`src/design/fkas_pkg.sv`:
```
// Constants, types and helpers for the flash key and array select block
//
// Overview of operation
// - The copy request bit can only be set while the key register holds A5.
// - With any other key, a write of one to the copy request bit is ignored and nothing starts.
// - Programming or erasure is passed to the flash only while the key register holds 5A.
// - With any other key no programming or erasure passes and the block stays protected.
// - The key register is eight read/write bits that reset to 00.
// - The array select register holding AA maps the user boot array into flash space.
// - Any other array select value presents the user array.
// - After reset the array select register holds AA in user boot mode and 00 otherwise.
// - In user programming mode no write can make the array select register select boot.
// - In boot mode and programmer mode a write of AA selects the user boot array.
// - The copy request bit clears itself when the download finishes and always reads 0.
// - Setting the copy request bit also needs the RAM emulation select bit to be clear.
package fkas_pkg;

  localparam int          FKAS_ADDR_W   = 8;
  localparam logic [7:0]  FKAS_KEY_COPY = 8'hA5;
  localparam logic [7:0]  FKAS_KEY_PE   = 8'h5A;
  localparam logic [7:0]  FKAS_KEY_RST  = 8'h00;
  localparam logic [7:0]  FKAS_ARR_BOOT = 8'hAA;
  localparam logic [7:0]  FKAS_ARR_USER = 8'h00;

  localparam logic [7:0]  FKAS_OFS_KEY  = 8'h00;
  localparam logic [7:0]  FKAS_OFS_ARR  = 8'h04;
  localparam logic [7:0]  FKAS_OFS_COPY = 8'h08;
  localparam logic [7:0]  FKAS_OFS_EMUL = 8'h0C;
  localparam logic [7:0]  FKAS_OFS_STAT = 8'h10;

  localparam int          FKAS_COPY_REQ_BIT  = 0;
  localparam int          FKAS_COPY_BUSY_BIT = 1;
  localparam int          FKAS_EMUL_SEL_BIT  = 0;
  localparam int          FKAS_STAT_PE_BIT   = 0;
  localparam int          FKAS_STAT_BOOT_BIT = 1;
  localparam int          FKAS_STAT_MODE_LSB = 2;
  localparam int          FKAS_STAT_BUSY_BIT = 4;

  typedef enum logic [1:0] {
    FKAS_MODE_USER_PROG  = 2'h0,
    FKAS_MODE_USER_BOOT  = 2'h1,
    FKAS_MODE_BOOT       = 2'h2,
    FKAS_MODE_PROGRAMMER = 2'h3
  } fkas_mode_t;

  typedef enum logic [2:0] {
    FKAS_DL_IDLE  = 3'h1,
    FKAS_DL_START = 3'h2,
    FKAS_DL_WAIT  = 3'h4
  } fkas_dl_t;

  function automatic logic fkas_is_copy_key(input logic [7:0] key);
    return key == FKAS_KEY_COPY;
  endfunction : fkas_is_copy_key

  function automatic logic fkas_is_pe_key(input logic [7:0] key);
    return key == FKAS_KEY_PE;
  endfunction : fkas_is_pe_key

endpackage : fkas_pkg

```
`src/design/fkas_mode_strap.sv`:
```
// Start-up mode capture after reset release
`timescale 1ns/10ps
`default_nettype none
module fkas_mode_strap
  import fkas_pkg::*;
(
  input  wire logic       pclk,
  input  wire logic       presetn,
  input  wire logic [1:0] mode_strap,
  output var  fkas_mode_t mode,
  output var  logic       mode_valid
);

  typedef struct packed {
    logic       valid;
    fkas_mode_t mode;
  } fkas_strap_st_t;

  fkas_strap_st_t s_q;
  fkas_strap_st_t s_d;

  always_comb begin
    s_d = s_q;
    if (!s_q.valid) begin
      s_d.valid = 1'b1;
      s_d.mode  = fkas_mode_t'(mode_strap);
    end
  end

  always_ff @(posedge pclk or negedge presetn) begin
    if (!presetn) begin
      s_q <= '{valid: 1'b0, mode: FKAS_MODE_USER_PROG};
    end else begin
      s_q <= s_d;
    end
  end

  assign mode       = s_q.mode;
  assign mode_valid = s_q.valid;

endmodule : fkas_mode_strap
`default_nettype wire

```
`src/design/fkas_pe_gate.sv`:
```
// Gate between the programming routine and the flash write strobe
`timescale 1ns/10ps
`default_nettype none
module fkas_pe_gate (
  input  wire logic pclk,
  input  wire logic presetn,
  input  wire logic pe_enable,
  input  wire logic pe_request,
  output var  logic pe_strobe
);

  typedef struct packed {
    logic strobe;
  } fkas_gate_st_t;

  fkas_gate_st_t s_q;
  fkas_gate_st_t s_d;

  always_comb begin
    s_d        = s_q;
    s_d.strobe = pe_request & pe_enable;
  end

  always_ff @(posedge pclk or negedge presetn) begin
    if (!presetn) begin
      s_q <= '{strobe: 1'b0};
    end else begin
      s_q <= s_d;
    end
  end

  assign pe_strobe = s_q.strobe;

endmodule : fkas_pe_gate
`default_nettype wire

```
`src/design/fkas_top.sv`:
```
// Key code and array select registers with APB access
`timescale 1ns/10ps
`default_nettype none
module fkas_top
  import fkas_pkg::*;
#(
  parameter int ADDR_W = FKAS_ADDR_W
) (
  input  wire logic              pclk,
  input  wire logic              presetn,
  input  wire logic              psel,
  input  wire logic              penable,
  input  wire logic              pwrite,
  input  wire logic [ADDR_W-1:0] paddr,
  input  wire logic [31:0]       pwdata,
  input  wire logic [3:0]        pstrb,
  output var  logic [31:0]       prdata,
  output var  logic              pready,
  output var  logic              pslverr,
  input  wire logic [1:0]        mode_strap,
  input  wire logic              download_done,
  input  wire logic              pe_request,
  output var  logic              copy_start,
  output var  logic              copy_busy,
  output var  logic              boot_array_sel,
  output var  logic              pe_enable,
  output var  logic              sw_protect,
  output var  logic              pe_strobe
);

  typedef struct packed {
    logic [7:0]  key;
    logic [7:0]  arr;
    logic        emul;
    fkas_dl_t    dl;
    logic        init;
    logic        rdy;
    logic        err;
    logic [31:0] rdata;
    logic        start;
    logic        busy;
    logic        bsel;
    logic        pe_en;
    logic        prot;
  } fkas_st_t;

  localparam fkas_st_t FKAS_ST_RST = '{
    key:   FKAS_KEY_RST,
    arr:   FKAS_ARR_USER,
    emul:  1'b0,
    dl:    FKAS_DL_IDLE,
    init:  1'b0,
    rdy:   1'b0,
    err:   1'b0,
    rdata: 32'h0000_0000,
    start: 1'b0,
    busy:  1'b0,
    bsel:  1'b0,
    pe_en: 1'b0,
    prot:  1'b1
  };

  fkas_st_t   s_q;
  fkas_st_t   s_d;
  fkas_mode_t mode;
  logic       mode_valid;
  logic [7:0] addr8;
  logic       access;
  logic       wr_lo;
  logic       copy_set;
  logic       boot_ok;

  fkas_mode_strap u_strap (
    .pclk       (pclk),
    .presetn    (presetn),
    .mode_strap (mode_strap),
    .mode       (mode),
    .mode_valid (mode_valid)
  );

  fkas_pe_gate u_gate (
    .pclk       (pclk),
    .presetn    (presetn),
    .pe_enable  (s_q.pe_en),
    .pe_request (pe_request),
    .pe_strobe  (pe_strobe)
  );

  function automatic logic fkas_hit(input logic [7:0] a);
    return (a == FKAS_OFS_KEY) || (a == FKAS_OFS_ARR) || (a == FKAS_OFS_COPY)
        || (a == FKAS_OFS_EMUL) || (a == FKAS_OFS_STAT);
  endfunction : fkas_hit

  function automatic logic [31:0] fkas_read(input logic [7:0] a, input fkas_st_t s,
                                            input fkas_mode_t m);
    logic [31:0] v;
    v = 32'h0000_0000;
    case (a)
      FKAS_OFS_KEY:  v[7:0] = s.key;
      FKAS_OFS_ARR:  v[7:0] = s.arr;
      FKAS_OFS_COPY: v[FKAS_COPY_BUSY_BIT] = s.busy; // Request bit reads 0
      FKAS_OFS_EMUL: v[FKAS_EMUL_SEL_BIT] = s.emul;
      FKAS_OFS_STAT: begin
        v[FKAS_STAT_PE_BIT]                     = s.pe_en;
        v[FKAS_STAT_BOOT_BIT]                   = s.bsel;
        v[FKAS_STAT_MODE_LSB+1:FKAS_STAT_MODE_LSB] = m;
        v[FKAS_STAT_BUSY_BIT]                   = s.busy;
      end
      default:       v = 32'h0000_0000;
    endcase
    return v;
  endfunction : fkas_read

  // Decode of the access phase
  always_comb begin
    addr8    = 8'(paddr);
    access   = psel & penable & s_q.rdy;
    wr_lo    = access & pwrite & pstrb[0] & s_q.init;
    boot_ok  = (mode != FKAS_MODE_USER_PROG);
    copy_set = wr_lo && (addr8 == FKAS_OFS_COPY) && pwdata[FKAS_COPY_REQ_BIT]
            && fkas_is_copy_key(s_q.key) && !s_q.emul
            && (s_q.dl == FKAS_DL_IDLE);
  end

  always_comb begin
    s_d = s_q;
    // Bus answer prepared in the setup cycle
    s_d.rdy   = psel & ~penable;
    s_d.err   = 1'b0;
    s_d.rdata = 32'h0000_0000;
    if (psel && !penable) begin
      s_d.err = !fkas_hit(addr8);
      if (!pwrite) begin
        s_d.rdata = fkas_read(addr8, s_q, mode);
      end
    end
    // Array select loaded from the start-up mode
    if (!s_q.init && mode_valid) begin
      s_d.init = 1'b1;
      s_d.arr  = (mode == FKAS_MODE_USER_BOOT) ? FKAS_ARR_BOOT : FKAS_ARR_USER;
    end
    // Register writes
    if (wr_lo) begin
      case (addr8)
        FKAS_OFS_KEY:  s_d.key = pwdata[7:0];
        FKAS_OFS_ARR: begin
          if (pwdata[7:0] == FKAS_ARR_BOOT && !boot_ok) begin
            s_d.arr = FKAS_ARR_USER;
          end else begin
            s_d.arr = pwdata[7:0];
          end
        end
        FKAS_OFS_EMUL: s_d.emul = pwdata[FKAS_EMUL_SEL_BIT];
        default:       s_d.emul = s_q.emul;
      endcase
    end
    // Download request sequencing
    s_d.start = 1'b0;
    case (s_q.dl)
      FKAS_DL_IDLE: begin
        if (copy_set) begin
          s_d.dl    = FKAS_DL_START;
          s_d.start = 1'b1;
        end
      end
      FKAS_DL_START: s_d.dl = FKAS_DL_WAIT;
      FKAS_DL_WAIT: begin
        if (download_done) begin
          s_d.dl = FKAS_DL_IDLE;
        end
      end
      default:       s_d.dl = FKAS_DL_IDLE;
    endcase
    s_d.busy  = (s_d.dl != FKAS_DL_IDLE);
    // Derived flags follow the stored values
    s_d.bsel  = (s_q.arr == FKAS_ARR_BOOT);
    s_d.pe_en = fkas_is_pe_key(s_q.key);
    s_d.prot  = !fkas_is_pe_key(s_q.key);
  end

  always_ff @(posedge pclk or negedge presetn) begin
    if (!presetn) begin
      s_q <= FKAS_ST_RST;
    end else begin
      s_q <= s_d;
    end
  end

  assign prdata         = s_q.rdata;
  assign pready         = s_q.rdy;
  assign pslverr        = s_q.err;
  assign copy_start     = s_q.start;
  assign copy_busy      = s_q.busy;
  assign boot_array_sel = s_q.bsel;
  assign pe_enable      = s_q.pe_en;
  assign sw_protect     = s_q.prot;
endmodule : fkas_top
`default_nettype wire

```
`config.mk`:
```
export PLATFORM = sky130hd
export DESIGN_NAME = fkas_top
export DESIGN_NICKNAME = d
export VERILOG_FILES = /design/src/design/fkas_pkg.sv /design/src/design/fkas_mode_strap.sv /design/src/design/fkas_pe_gate.sv /design/src/design/fkas_top.sv
export SDC_FILE = /design/constraint.sdc
export NUM_CORES = 1
export LEC_CHECK = 0
export BUFFER_PORTS_ARGS = -buffer_cell sky130_fd_sc_hd__buf_2
export CAP_MARGIN = 20
export CELL_PAD_IN_SITES_DETAIL_PLACEMENT = 1
export CELL_PAD_IN_SITES_GLOBAL_PLACEMENT = 1
export CORE_ASPECT_RATIO = 1.5
export CORE_MARGIN = 5
export CORE_UTILIZATION = 37
export DETAILED_ROUTE_END_ITERATION = 8
export HOLD_SLACK_MARGIN = 0.08
export MAX_ROUTING_LAYER = met4
export PLACE_DENSITY_LB_ADDON = 0.1
export SLEW_MARGIN = 20
export SYNTH_ARGS = -nofsm -noshare
export SYNTH_HDL_FRONTEND = slang
export SYNTH_SLANG_ARGS = --single-unit
```
`constraint.sdc`:
```
create_clock -name pclk -period 3.2 [get_ports pclk]
set_clock_uncertainty 0.05 [all_clocks]
set_input_delay 0.96 -clock pclk [delete_from_list [all_inputs] [get_ports pclk]]
set_output_delay 0.96 -clock pclk [all_outputs]
set_load 0.02 [all_outputs]
```
* Word-level counts from Yosys, hierarchy flattened *
Cells that the tools add are included.

storage, ports and cells
  flip-flop bits (word level) = 64
  input bits = 53
  output and inout bits = 40
  word-level logic and storage cells = 76

cells by class
  equal/unequal tests = 13
  muxes and demuxes = 17
  bitwise gates (word level) = 8
  reduce and logical (&&, ||, !) cells = 22

operators with widths
  operator                                                          number
  8-bit 2-to-1 mux                                                  5
  33-bit 2-to-1 mux                                                 1
  8-bit == test (second input constant)                             3
  3-bit one-hot mux with 3 select lines                             2
  8-bit by 4-bit == test with 1-bit output (second input constant)  2
  9-bit 2-to-1 mux                                                  1
  8-bit by 3-bit == test with 1-bit output (second input constant)  1
  8-bit by 5-bit == test with 1-bit output (second input constant)  1
  8-bit by 7-bit == test with 1-bit output (second input constant)  1
  1-bit logical AND                                                 8
  8-bit zero test                                                   1
  1-bit one-hot mux with 4 select lines                             2
  1-bit AND                                                         7
  1-bit zero test                                                   6
  3-bit 2-to-1 mux                                                  2
  3-bit one-hot mux with 2 select lines                             1
  1-bit logical OR                                                  4
  2-bit AND reduction                                               2
  3-bit by 1-bit == test with 1-bit output (second input constant)  1
  3-bit by 2-bit == test with 1-bit output (second input constant)  1
  3-bit == test (second input constant)                             1
  1-bit 2-to-1 mux                                                  3
  3-bit by 1-bit != test with 1-bit output (second input constant)  1
  2-bit by 1-bit == test with 1-bit output (second input constant)  1
  other kinds (2)                                                   2

* Depth between registers and ports, before layout *
Gate-level depths: netlist of the first run.

  word-level depth = 13
  depth in mapped cells = 5
  gate-level depth less buffers = 4

* Cells and area by module *
A second synthesis of the first run with hierarchy kept.

unflattened totals
  cell total of the unflattened synthesis = 189
  area total of the unflattened synthesis = 2028.2 um^2

by module, submodules not included
  module           instances  cells each  area an instance (um^2)  seq. area each (um^2)
  fkas_top         1          181         1895.6                   903.4
  fkas_mode_strap  1          6           101.3                    75.1
  fkas_pe_gate     1          2           31.3                     25.0

* Least setup slack after synthesis of the first run *
Ideal clock, no wire load.

  path kind = input to register
  start point = in paddr[1]
  end point = reg s_q[44] (netlist name)
  library setup time = 0.127 ns
  data arrival time = 2.192 ns
  data required time = 3.023 ns
  path slack = 0.831 ns
  stages on the path = 5
  path buffers = 1
  path through = or3_4 nor4_4 and3_1 buf_2 o21ai_0

RTL lines
  item                    RTL line         text
  start: declaration      fkas_top.sv:14   input wire logic [ADDR_W-1:0] paddr,
  end signal: assignment  fkas_top.sv:183  s_q <= FKAS_ST_RST;
  end signal: assignment  fkas_top.sv:185  s_q <= s_d;
  end: declaration        fkas_top.sv:63   fkas_st_t s_q;

==> metrics.txt, run 1 <==
kind of start point of the critical path input port; clock buffer depth 2; global-route wire length before repair just under 8 mm; Post-DRT Antenna Nets 0; GRT Util Overall 14.48%; status finished, final reports clean; fin area between 2000 and 2500 um2; crit end category register; Post-synth EDFFs 0; post-route fraction of the period consumed by the critical path 70.31%; Slew Limit Fails 0; crit path time final roughly 2200 ps; core area ~5400 um2; top cells by area, synth dfrtp_1 46%, buf_4 12%, mux2_2 6.1%, mux2i_1 4.9%, nor2_1 3.3%; clk_lat worst skew 290 ps; Top FF cell, synth dfrtp_1; Synth-to-Final Area Change 10.64%; Die Y 101.1 um; Synth area leader dfrtp_1; final wirelength 4.825 mm; Hold Buf Count CTS 0; Hold Path Class register to register; Setup Viol. Count Final 0; MaxCap Viol Count 0; Post-DP HPWL 3.878 mm; number of diodes 0; Setup Fix Bufs, Post-CTS 0; Mapped Cells 188; most common cell in the synthesized netlist dfrtp_1; final setup TNS 0 ps; dpl cell area 2172 um2; synth cell count leaders 38 x dfrtp_1, 32 x buf_4, 18 x nor2_1; Yosys Warn Count 0; CP Data Arrival Time around 2400 ps; vias in the first global route 1562; syn avg cell area 10.89 um2; Critical Path RT 3310 ps; site row count 33; Die ar. a little over 7000 um2; largest net degree at the start of global routing 41; register area share after synthesis 49.02%; Yosys cell types 37; endpoints failing hold 0; wire length per cell ~16 um; peak supply drop around 0.00023 V; routed via count between 1000 and 1500; layout cell share with drive strength beyond 1 32.14%; final hold slack 498.2 ps; Root Driver clkbuf_8; Pre-Repair DR Iteration Count 4; Design Power 0.0009777 W; Synth top area share between 40% and 50%; num ports 93; clk sinks 40; IO Port Bufs 41; RSZ-0062 raised after global routing no; H-tree levels 2; Setup Crit Path Kind input port to register; # fillers 633; TritonCTS clock tree yes; die width 70.73 um; initial antenna violation count 0; Clock Pin Slew Worst Setup and Hold Paths about 80 ps; vias per cell 4.833; initial cell density of the core 37.84%; Async S/R FF share, synth 100.0%; Mapped Area about 2000 um2; Leakage 1.140 nW; Slew @ Worst Pin 898.0 ps; DRT iter0 DRCs 32; post_cts resized 0; flops & latches, synth 40; detailed-route DRC error count 0; f_max 444.5 MHz; Power Density 431.7 nW/um2; Max-slew headroom 40.14%; GPL Wtd Cong 0.8026; worst-path maximum fanout 7; Final #Nets approximately 280; CTS Buf Count 5; total gr overflow 0
==> sequential cells by signal (all words and copies together) (netlist names) <==
name                flops
prdata                  8
pready                  1
u_gate.pe_strobe        1
pslverr                 1
pe_enable               1
u_strap.mode_valid      1
sw_protect              1
s_q                    21
u_strap.mode            2
copy_busy               1
boot_array_sel          1
copy_start              1
==> placed cells by master (no fill, tap or decap), types with 2 or more instances in the layout <==
cell | synthesis | final
nor2_1 | 18 | 18
conb_1 | 2 | 25
mux2_2 | 11 | 11
nor4bb_1 | 3 | 3
buf_2 | 2 | 41
nand3_1 | 2 | 2
o2bb2ai_1 | 5 | 5
clkbuf_8 | 0 | 6
and3_1 | 2 | 2
nor4b_1 | 2 | 2
o21ai_0 | 5 | 5
and4_1 | 2 | 2
nand2b_1 | 3 | 3
or2_2 | 3 | 3
clkinv_2 | 0 | 2
dfstp_2 | 2 | 2
nor3_1 | 3 | 3
nand4_1 | 5 | 5
dfrtp_1 | 38 | 38
nand2_1 | 9 | 9
mux2i_1 | 10 | 10
or4bb_1 | 2 | 2
a21oi_1 | 9 | 9
inv_1 | 3 | 3
==> stage by stage <==
step | setup WS (ps) | util [%] | cells
2_1_floorplan | 830.9 | - | 211
3_3_place_gp | 620.3 | 40.16 | 286
3_5_place_dp | 616.7 | 40.16 | 286
4_1_cts | 926.2 | 41.87 | 294
5_1_grt | 891.1 | 41.87 | 294
6_report | 950.0 | 41.87 | 294
==> final cells by class <==
| type | count | area (um2) | share of cell area (%) |
|---|---|---|---|
| flip-flops and latches | 40 | 1003 | 44.31 |
| inverters | 3 | 11.26 | 0.4972 |
| multi-input cells | 131 | 857.1 | 37.85 |
| clock buffers | 6 | 82.58 | 3.646 |
| clock inverters | 2 | 10.01 | 0.4420 |
| well taps | 70 | 87.58 | 3.867 |
| repair buffers | 42 | 212.7 | 9.392 |
==> path summary, 6_finish.rpt <==
kind                            startpoint                to  slack, ps  cells after the start
worst max-delay path              paddr[1]           s_q[50]        950                      5
max in group asynchronous          presetn           s_q[55]       1790                      1
worst min-delay path             pe_enable  u_gate.pe_strobe        500                      1
worst max register to register     s_q[41]         copy_busy       1370                      4
min in group asynchronous          presetn            pready        750                      1
worst min register to register   pe_enable  u_gate.pe_strobe        500                      1
==> power by group <==
part	total (W)	switching [W]	internal [W]	leakage, nW
sequential	0.000534	0.0000134	0.000521	0.526
combinational	0.000104	0.0000707	0.0000334	0.563
clock	0.000339	0.000167	0.000172	0.0510
total	0.000978	0.000252	0.000726	1.14
==> critical path, cell delays in order <==
cell	delay, ps
buf_2	100
or3_4	420
nor4_4	380
and3_1	370
o21ai_0	130
==> cell families after synthesis <==
logic type             synth area share (%)
AND/OR/NAND/NOR                       20.36
flip-flops                            49.02
buffers and inverters                 13.33
multiplexers                          10.94
AO/OA/AOI/OAI                         5.990
other                                0.3669
==> per-layer routing <==
layer	wire [um]	GRT usage, %
met5	0	-
met4	71	5.210
met3	202	2.595
met2	2755	27.31
met1	1795	14.71
No activity file was read; power rests on OpenSTA's default activity.
==> run 2: changes to the inputs <==
--- a/config.mk
+++ b/config.mk
@@ -11,7 +11,7 @@
 export CELL_PAD_IN_SITES_GLOBAL_PLACEMENT = 1
 export CORE_ASPECT_RATIO = 1.5
 export CORE_MARGIN = 5
-export CORE_UTILIZATION = 37
+export CORE_UTILIZATION = 35
 export DETAILED_ROUTE_END_ITERATION = 8
 export HOLD_SLACK_MARGIN = 0.08
 export MAX_ROUTING_LAYER = met4
==> constraint.sdc (replaced) <==
create_clock -name pclk -period 2.3 [get_ports pclk]
set_clock_uncertainty 0.05 [all_clocks]
set_input_delay 0.69 -clock pclk [delete_from_list [all_inputs] [get_ports pclk]]
set_output_delay 0.69 -clock pclk [all_outputs]
set_load 0.02 [all_outputs]
==> run 2 against run 1 <==
Effect of this change: highest routed layer unchanged; critical path type unchanged; design area is 2.2% higher; worst setup slack worse by 690 ps; clock-buffer cell count grew 2; largest cell class unchanged; largest power group unchanged; first-iteration DRC count increased by 84%; flip-flop and latch count is the same; non-clock buffer count grew 5; total power grew 40%.
==> metrics.txt, run 2 (same netlist as run 1, synthesis figures left out) <==
cell family with most CP delay simple AND/OR/NAND/NOR gates; Design Power 0.001370 W; Post-Layout Cell Count roughly 300; clk_lat worst skew a little under 300 ps; max incr delay on CP 430 ps; largest net degree at the start of global routing 22; post-route fraction of the period consumed by the critical path a little under 90%; fin area 2315 um2; wire length per cell 16.62 um; peak supply drop between 0.0002 and 0.0003 V; layout cell share with drive strength beyond 1 between 30 and 40%; global-route wire length before repair 8.321 mm; crit end category register; CP Data Arrival Time 2150 ps; dpl cell area 2225 um2; initial cell density of the core 35.64%; storage element area 1003 um2; detailed-route DRC error count 0; power share of the clock group 34.7%; vias in the first global route 1618; RSZ-0062 raised after global routing no; Critical Path RT 2410 ps; launching point of the worst reg2reg path s_q[41]; final hold slack 309.0 ps; initial antenna violation count 0; # fillers 699; Post-DRT Antenna Nets 0; Leakage 1.165 nW; DRT iter0 DRCs between 50 and 60; post_cts resized 0; crit path launch paddr[1]; CTS Buf Count 5; f_max 490.2 MHz; number of diodes 0; routed via count 1436; worst-path maximum fanout 7; Setup Viol. Count Final 0; final wirelength 5.004 mm; sequential share of power between 50% and 60%; Reg with most FFs s_q; Setup Fix Bufs, Post-CTS 0; kind of start point of the critical path input port; Root Driver clkbuf_8; Internal 0.001021 W; GRT Util Overall between 10 and 15%; Final #Nets 281; Hold Path Class input port to async pin; Power Density 592.0 nW/um2; commonest non-fill, non-tap cell in the layout buf_2; Die ar. 7509 um2; num ports 93; Slew @ Worst Pin 508.8 ps; Post-DP HPWL 4.102 mm; Slew Limit Fails 0; Pre-Repair DR Iteration Count 4; TritonCTS clock tree yes; Synth-to-Final Area Change 13.08%; worst path bufs/invs 1; Net Sw Frac around 26%; Setup Crit Path Kind input port to register; Hold Buf Count CTS 0; commonest cells after routing, fill and taps aside 41 x buf_2, 38 x dfrtp_1, 25 x conb_1, 18 x nor2_1, 11 x mux2_2; clock buffer depth 2; core area roughly 5700 um2; Largest register FFs 21; Die Y 103.7 um; critical path cell sequence buf_2 > or3_4 > nor4_4 > and3_1 > o21ai_0; status finished, final reports clean; clk sinks 40; Worst R2R Setup Slack ~450 ps; Slowest-stage cell, CP nor4_4; area occupied by multi-input gates 857.1 um2; Comb pwr share 11.0%; total placed cells including tap cells 293; GPL Wtd Cong about 0.80; H-tree levels 2; switching power 0.0003495 W; endpoints failing hold 0; crit path time final slightly above 2000 ps; IO Port Bufs 41; site row count 34; Clock Pin Slew Worst Setup and Hold Paths 80 ps; total gr overflow 0; MaxCap Viol Count 0; die width 72.44 um; vias per cell between 4 and 5; Max-slew headroom 66.08%
-- run 2: changes by cell type in the layout (fill, tap and decap cells not counted) --
cell      previous run  this run
clkinv_2             2         0
buf_12               0         1
buf_4                1         5
clkbuf_1             0         2
-- run 2: area by class of cell --
cell class | count | area share, %
Sequential cell | 40 | 43.35
Multi-Input combinational cell | 131 | 37.03
Timing Repair Buffer | 47 | 11.35
Clock buffer | 8 | 3.892
Tap cell | 72 | 3.892
Inverter | 3 | 0.4865
-- run 2: path summary, 6_finish.rpt --
path / to / cells past startpoint
max in group asynchronous: s_q[45] / 2
max: s_q[50] / 5
min reg2reg: u_gate.pe_strobe / 1
min: pready / 1
max reg2reg: copy_busy / 4
min in group pclk: u_gate.pe_strobe / 1
-- run 2: layer usage --
| metal | wire (um) | GRT usage (%) | vias up |
|---|---|---|---|
| li1 | - | - | 681 |
| met2 | 2918 | 26.92 | 30 |
| met1 | 1807 | 15.63 | 719 |
| met3 | 207 | 2.907 | 6 |
| met4 | 71 | 4.354 | 0 |
| met5 | 0 | - | - |
-- run 2: power groups by stage --
stage / Combinational (W) / Sequential, W / Clock (W)
after floorplan: 0.000120 / 0.000752 / 0
after global placement: 0.000148 / 0.000757 / 0
after detailed placement: 0.000151 / 0.000758 / 0
after CTS: 0.000151 / 0.000744 / 0.000503
after global routing: 0.000167 / 0.000747 / 0.000535
final: 0.000151 / 0.000744 / 0.000476
-- run 2: metrics by stage --
step           setup TNS, ps  worst slack [ps]  util (%)
6_report                   0             260.0     40.31
5_1_grt                    0             240.6     40.31
4_1_cts                    0             258.8     40.31
3_5_place_dp          -87.81            -38.29     38.74
3_3_place_gp          -31.92            -16.48     38.74
2_1_floorplan              0             200.9         -
==> run 3: changes to the inputs <==
--- a/config.mk
+++ b/config.mk
@@ -10,7 +10,7 @@
 export CELL_PAD_IN_SITES_DETAIL_PLACEMENT = 1
 export CELL_PAD_IN_SITES_GLOBAL_PLACEMENT = 1
 export CORE_ASPECT_RATIO = 1.5
-export CORE_MARGIN = 5
+export CORE_MARGIN = 1.5
 export CORE_UTILIZATION = 35
 export DETAILED_ROUTE_END_ITERATION = 8
 export HOLD_SLACK_MARGIN = 0.08
==> run 3 against run 2 <==
Effect of this change: via count up 0.56%; clock-buffer cell count down 1; wire length down 4.4%; critical path depth unchanged; sequential share of layout area about the same; worst hold slack better by 1.8 ps; sequential power about the same; design area about the same; final cell count down 0.66%; register-to-register slack better by 60 ps; worst setup slack better by 6.8 ps; critical path type unchanged; critical endpoint unchanged; largest power group unchanged.
==> metrics.txt, run 3 (same netlist as run 1, synthesis figures left out) <==
GPL Wtd Cong roughly 0.85; Comb pwr share 11.1%; clk sinks 40; endpoints failing hold 0; crit path time final 2033 ps; total placed cells including tap cells 291; Die Y 96.66 um; Slew Limit Fails 0; routed via count 1444; Leakage 1.164 nW; total gr overflow 0; number of diodes 0; Internal a little over 0.001 W; kind of start point of the critical path input port; CP Data Arrival Time 2160 ps; Pre-Repair DR Iteration Count 4; Hold Buf Count CTS 0; final setup TNS 0 ps; f_max roughly 500 MHz; commonest cells after routing, fill and taps aside 41 x buf_2, 38 x dfrtp_1, 25 x conb_1, 18 x nor2_1, 11 x mux2_2; vias in the first global route between 1500 and 2000; die width 65.44 um; Largest register FFs 21; crit path launch paddr[1]; Clock Pin Slew Worst Setup and Hold Paths approximately 80 ps; final wirelength 4.785 mm; # fillers 651; post_cts resized 0; Post-DRT Antenna Nets 0; Setup Fix Bufs, Post-CTS 0; Post-DP HPWL 3.842 mm; Design Power 0.001376 W; Setup Viol. Count Final 0; Hold Path Class input port to async pin; Synth-to-Final Area Change 13.14%; Post-Layout Cell Count 299; vias per cell 4.829; detailed-route DRC error count 0; commonest non-fill, non-tap cell in the layout buf_2; Die ar. 6325 um2; Net Sw Frac around a quarter; area occupied by multi-input gates 857.1 um2; worst-path maximum fanout 7; largest net degree at the start of global routing 22; global-route wire length before repair 7.686 mm; Reg with most FFs s_q; final hold slack between 300 and 400 ps; post-route fraction of the period consumed by the critical path 88.40%; switching power 0.0003560 W; clk_lat worst skew 290 ps; Slew @ Worst Pin 535.6 ps; MaxCap Viol Count 0; initial cell density of the core 36.72%; crit end category register; num ports 93; Final #Nets 281; status finished, final reports clean; DRT iter0 DRCs 22; Root Driver clkbuf_8; initial antenna violation count 0; core area 5574 um2; RSZ-0062 raised after global routing no; H-tree levels 2; launching point of the worst reg2reg path s_q[41]; power share of the clock group 34.8%; Power Density 594.0 nW/um2; CTS Buf Count 5; clock buffer depth 2; site row count 33; layout cell share with drive strength beyond 1 33.19%; Critical Path RT 2420 ps; TritonCTS clock tree yes; Setup Crit Path Kind input port to register; sequential share of power 54.1%; wire length per cell 16.00 um; storage element area 1003 um2; GRT Util Overall 16.40%; peak supply drop ~0.00034 V; IO Port Bufs 41; Max-slew headroom between 60% and 70%
-- run 3: cell count changes in the layout (fill, tap and decap cells not counted), sizes merged --
cell | before | now
clkbuf | 8 | 7
clkinvlp | 0 | 1
-- run 3: power by group through the flow --
stage	Clock (W)	Sequential [W]	Combinational (W)
after floorplan	0	0.000752	0.000120
after global placement	0	0.000756	0.000147
after detailed placement	0	0.000757	0.000152
after CTS	0.000500	0.000743	0.000153
after global routing	0.000535	0.000746	0.000166
final	0.000479	0.000744	0.000152
-- run 3: final timing paths --
check	to	slack (ps)	cells past startpoint
setup / recovery	s_q[50]	270	5
hold / removal	prdata[3]	310	1
setup reg to reg	copy_busy	510	4
hold reg to reg	boot_array_sel	500	2
max in group asynchronous	s_q[40]	1330	2
min in group pclk	boot_array_sel	500	2
-- run 3: area by class of cell --
| cell class | count | area share [%] |
|---|---|---|
| Sequential cell | 40 | 43.33 |
| Multi-Input combinational cell | 131 | 37.01 |
| Timing Repair Buffer | 47 | 11.35 |
| Tap cell | 70 | 3.782 |
| Clock buffer | 7 | 3.728 |
| Inverter | 3 | 0.4862 |
| Clock inverter | 1 | 0.3241 |
-- run 3: layer usage --
metal	GRT usage, %	vias to the layer above	routed length, um
met1	17.64	711	1834
li1	-	678	-
met3	3.140	12	181
met2	28.49	43	2612
met4	7.372	0	157
met5	-	-	0
-- run 3: critical path, stage by stage --
cell and delay [ps]:
buf_2 100, or3_4 420, nor4_4 420, and3_1 390, o21ai_0 140
-- run 3: per-stage QoR --
stage	worst slack (ps)	util (%)	area, um2
global placement	-4.157	39.87	2222
floorplan	200.9	-	2133
finish	266.8	41.55	2316
detailed placement	-48.14	39.87	2222
global route	183.5	41.55	2316
CTS	253.2	41.55	2316
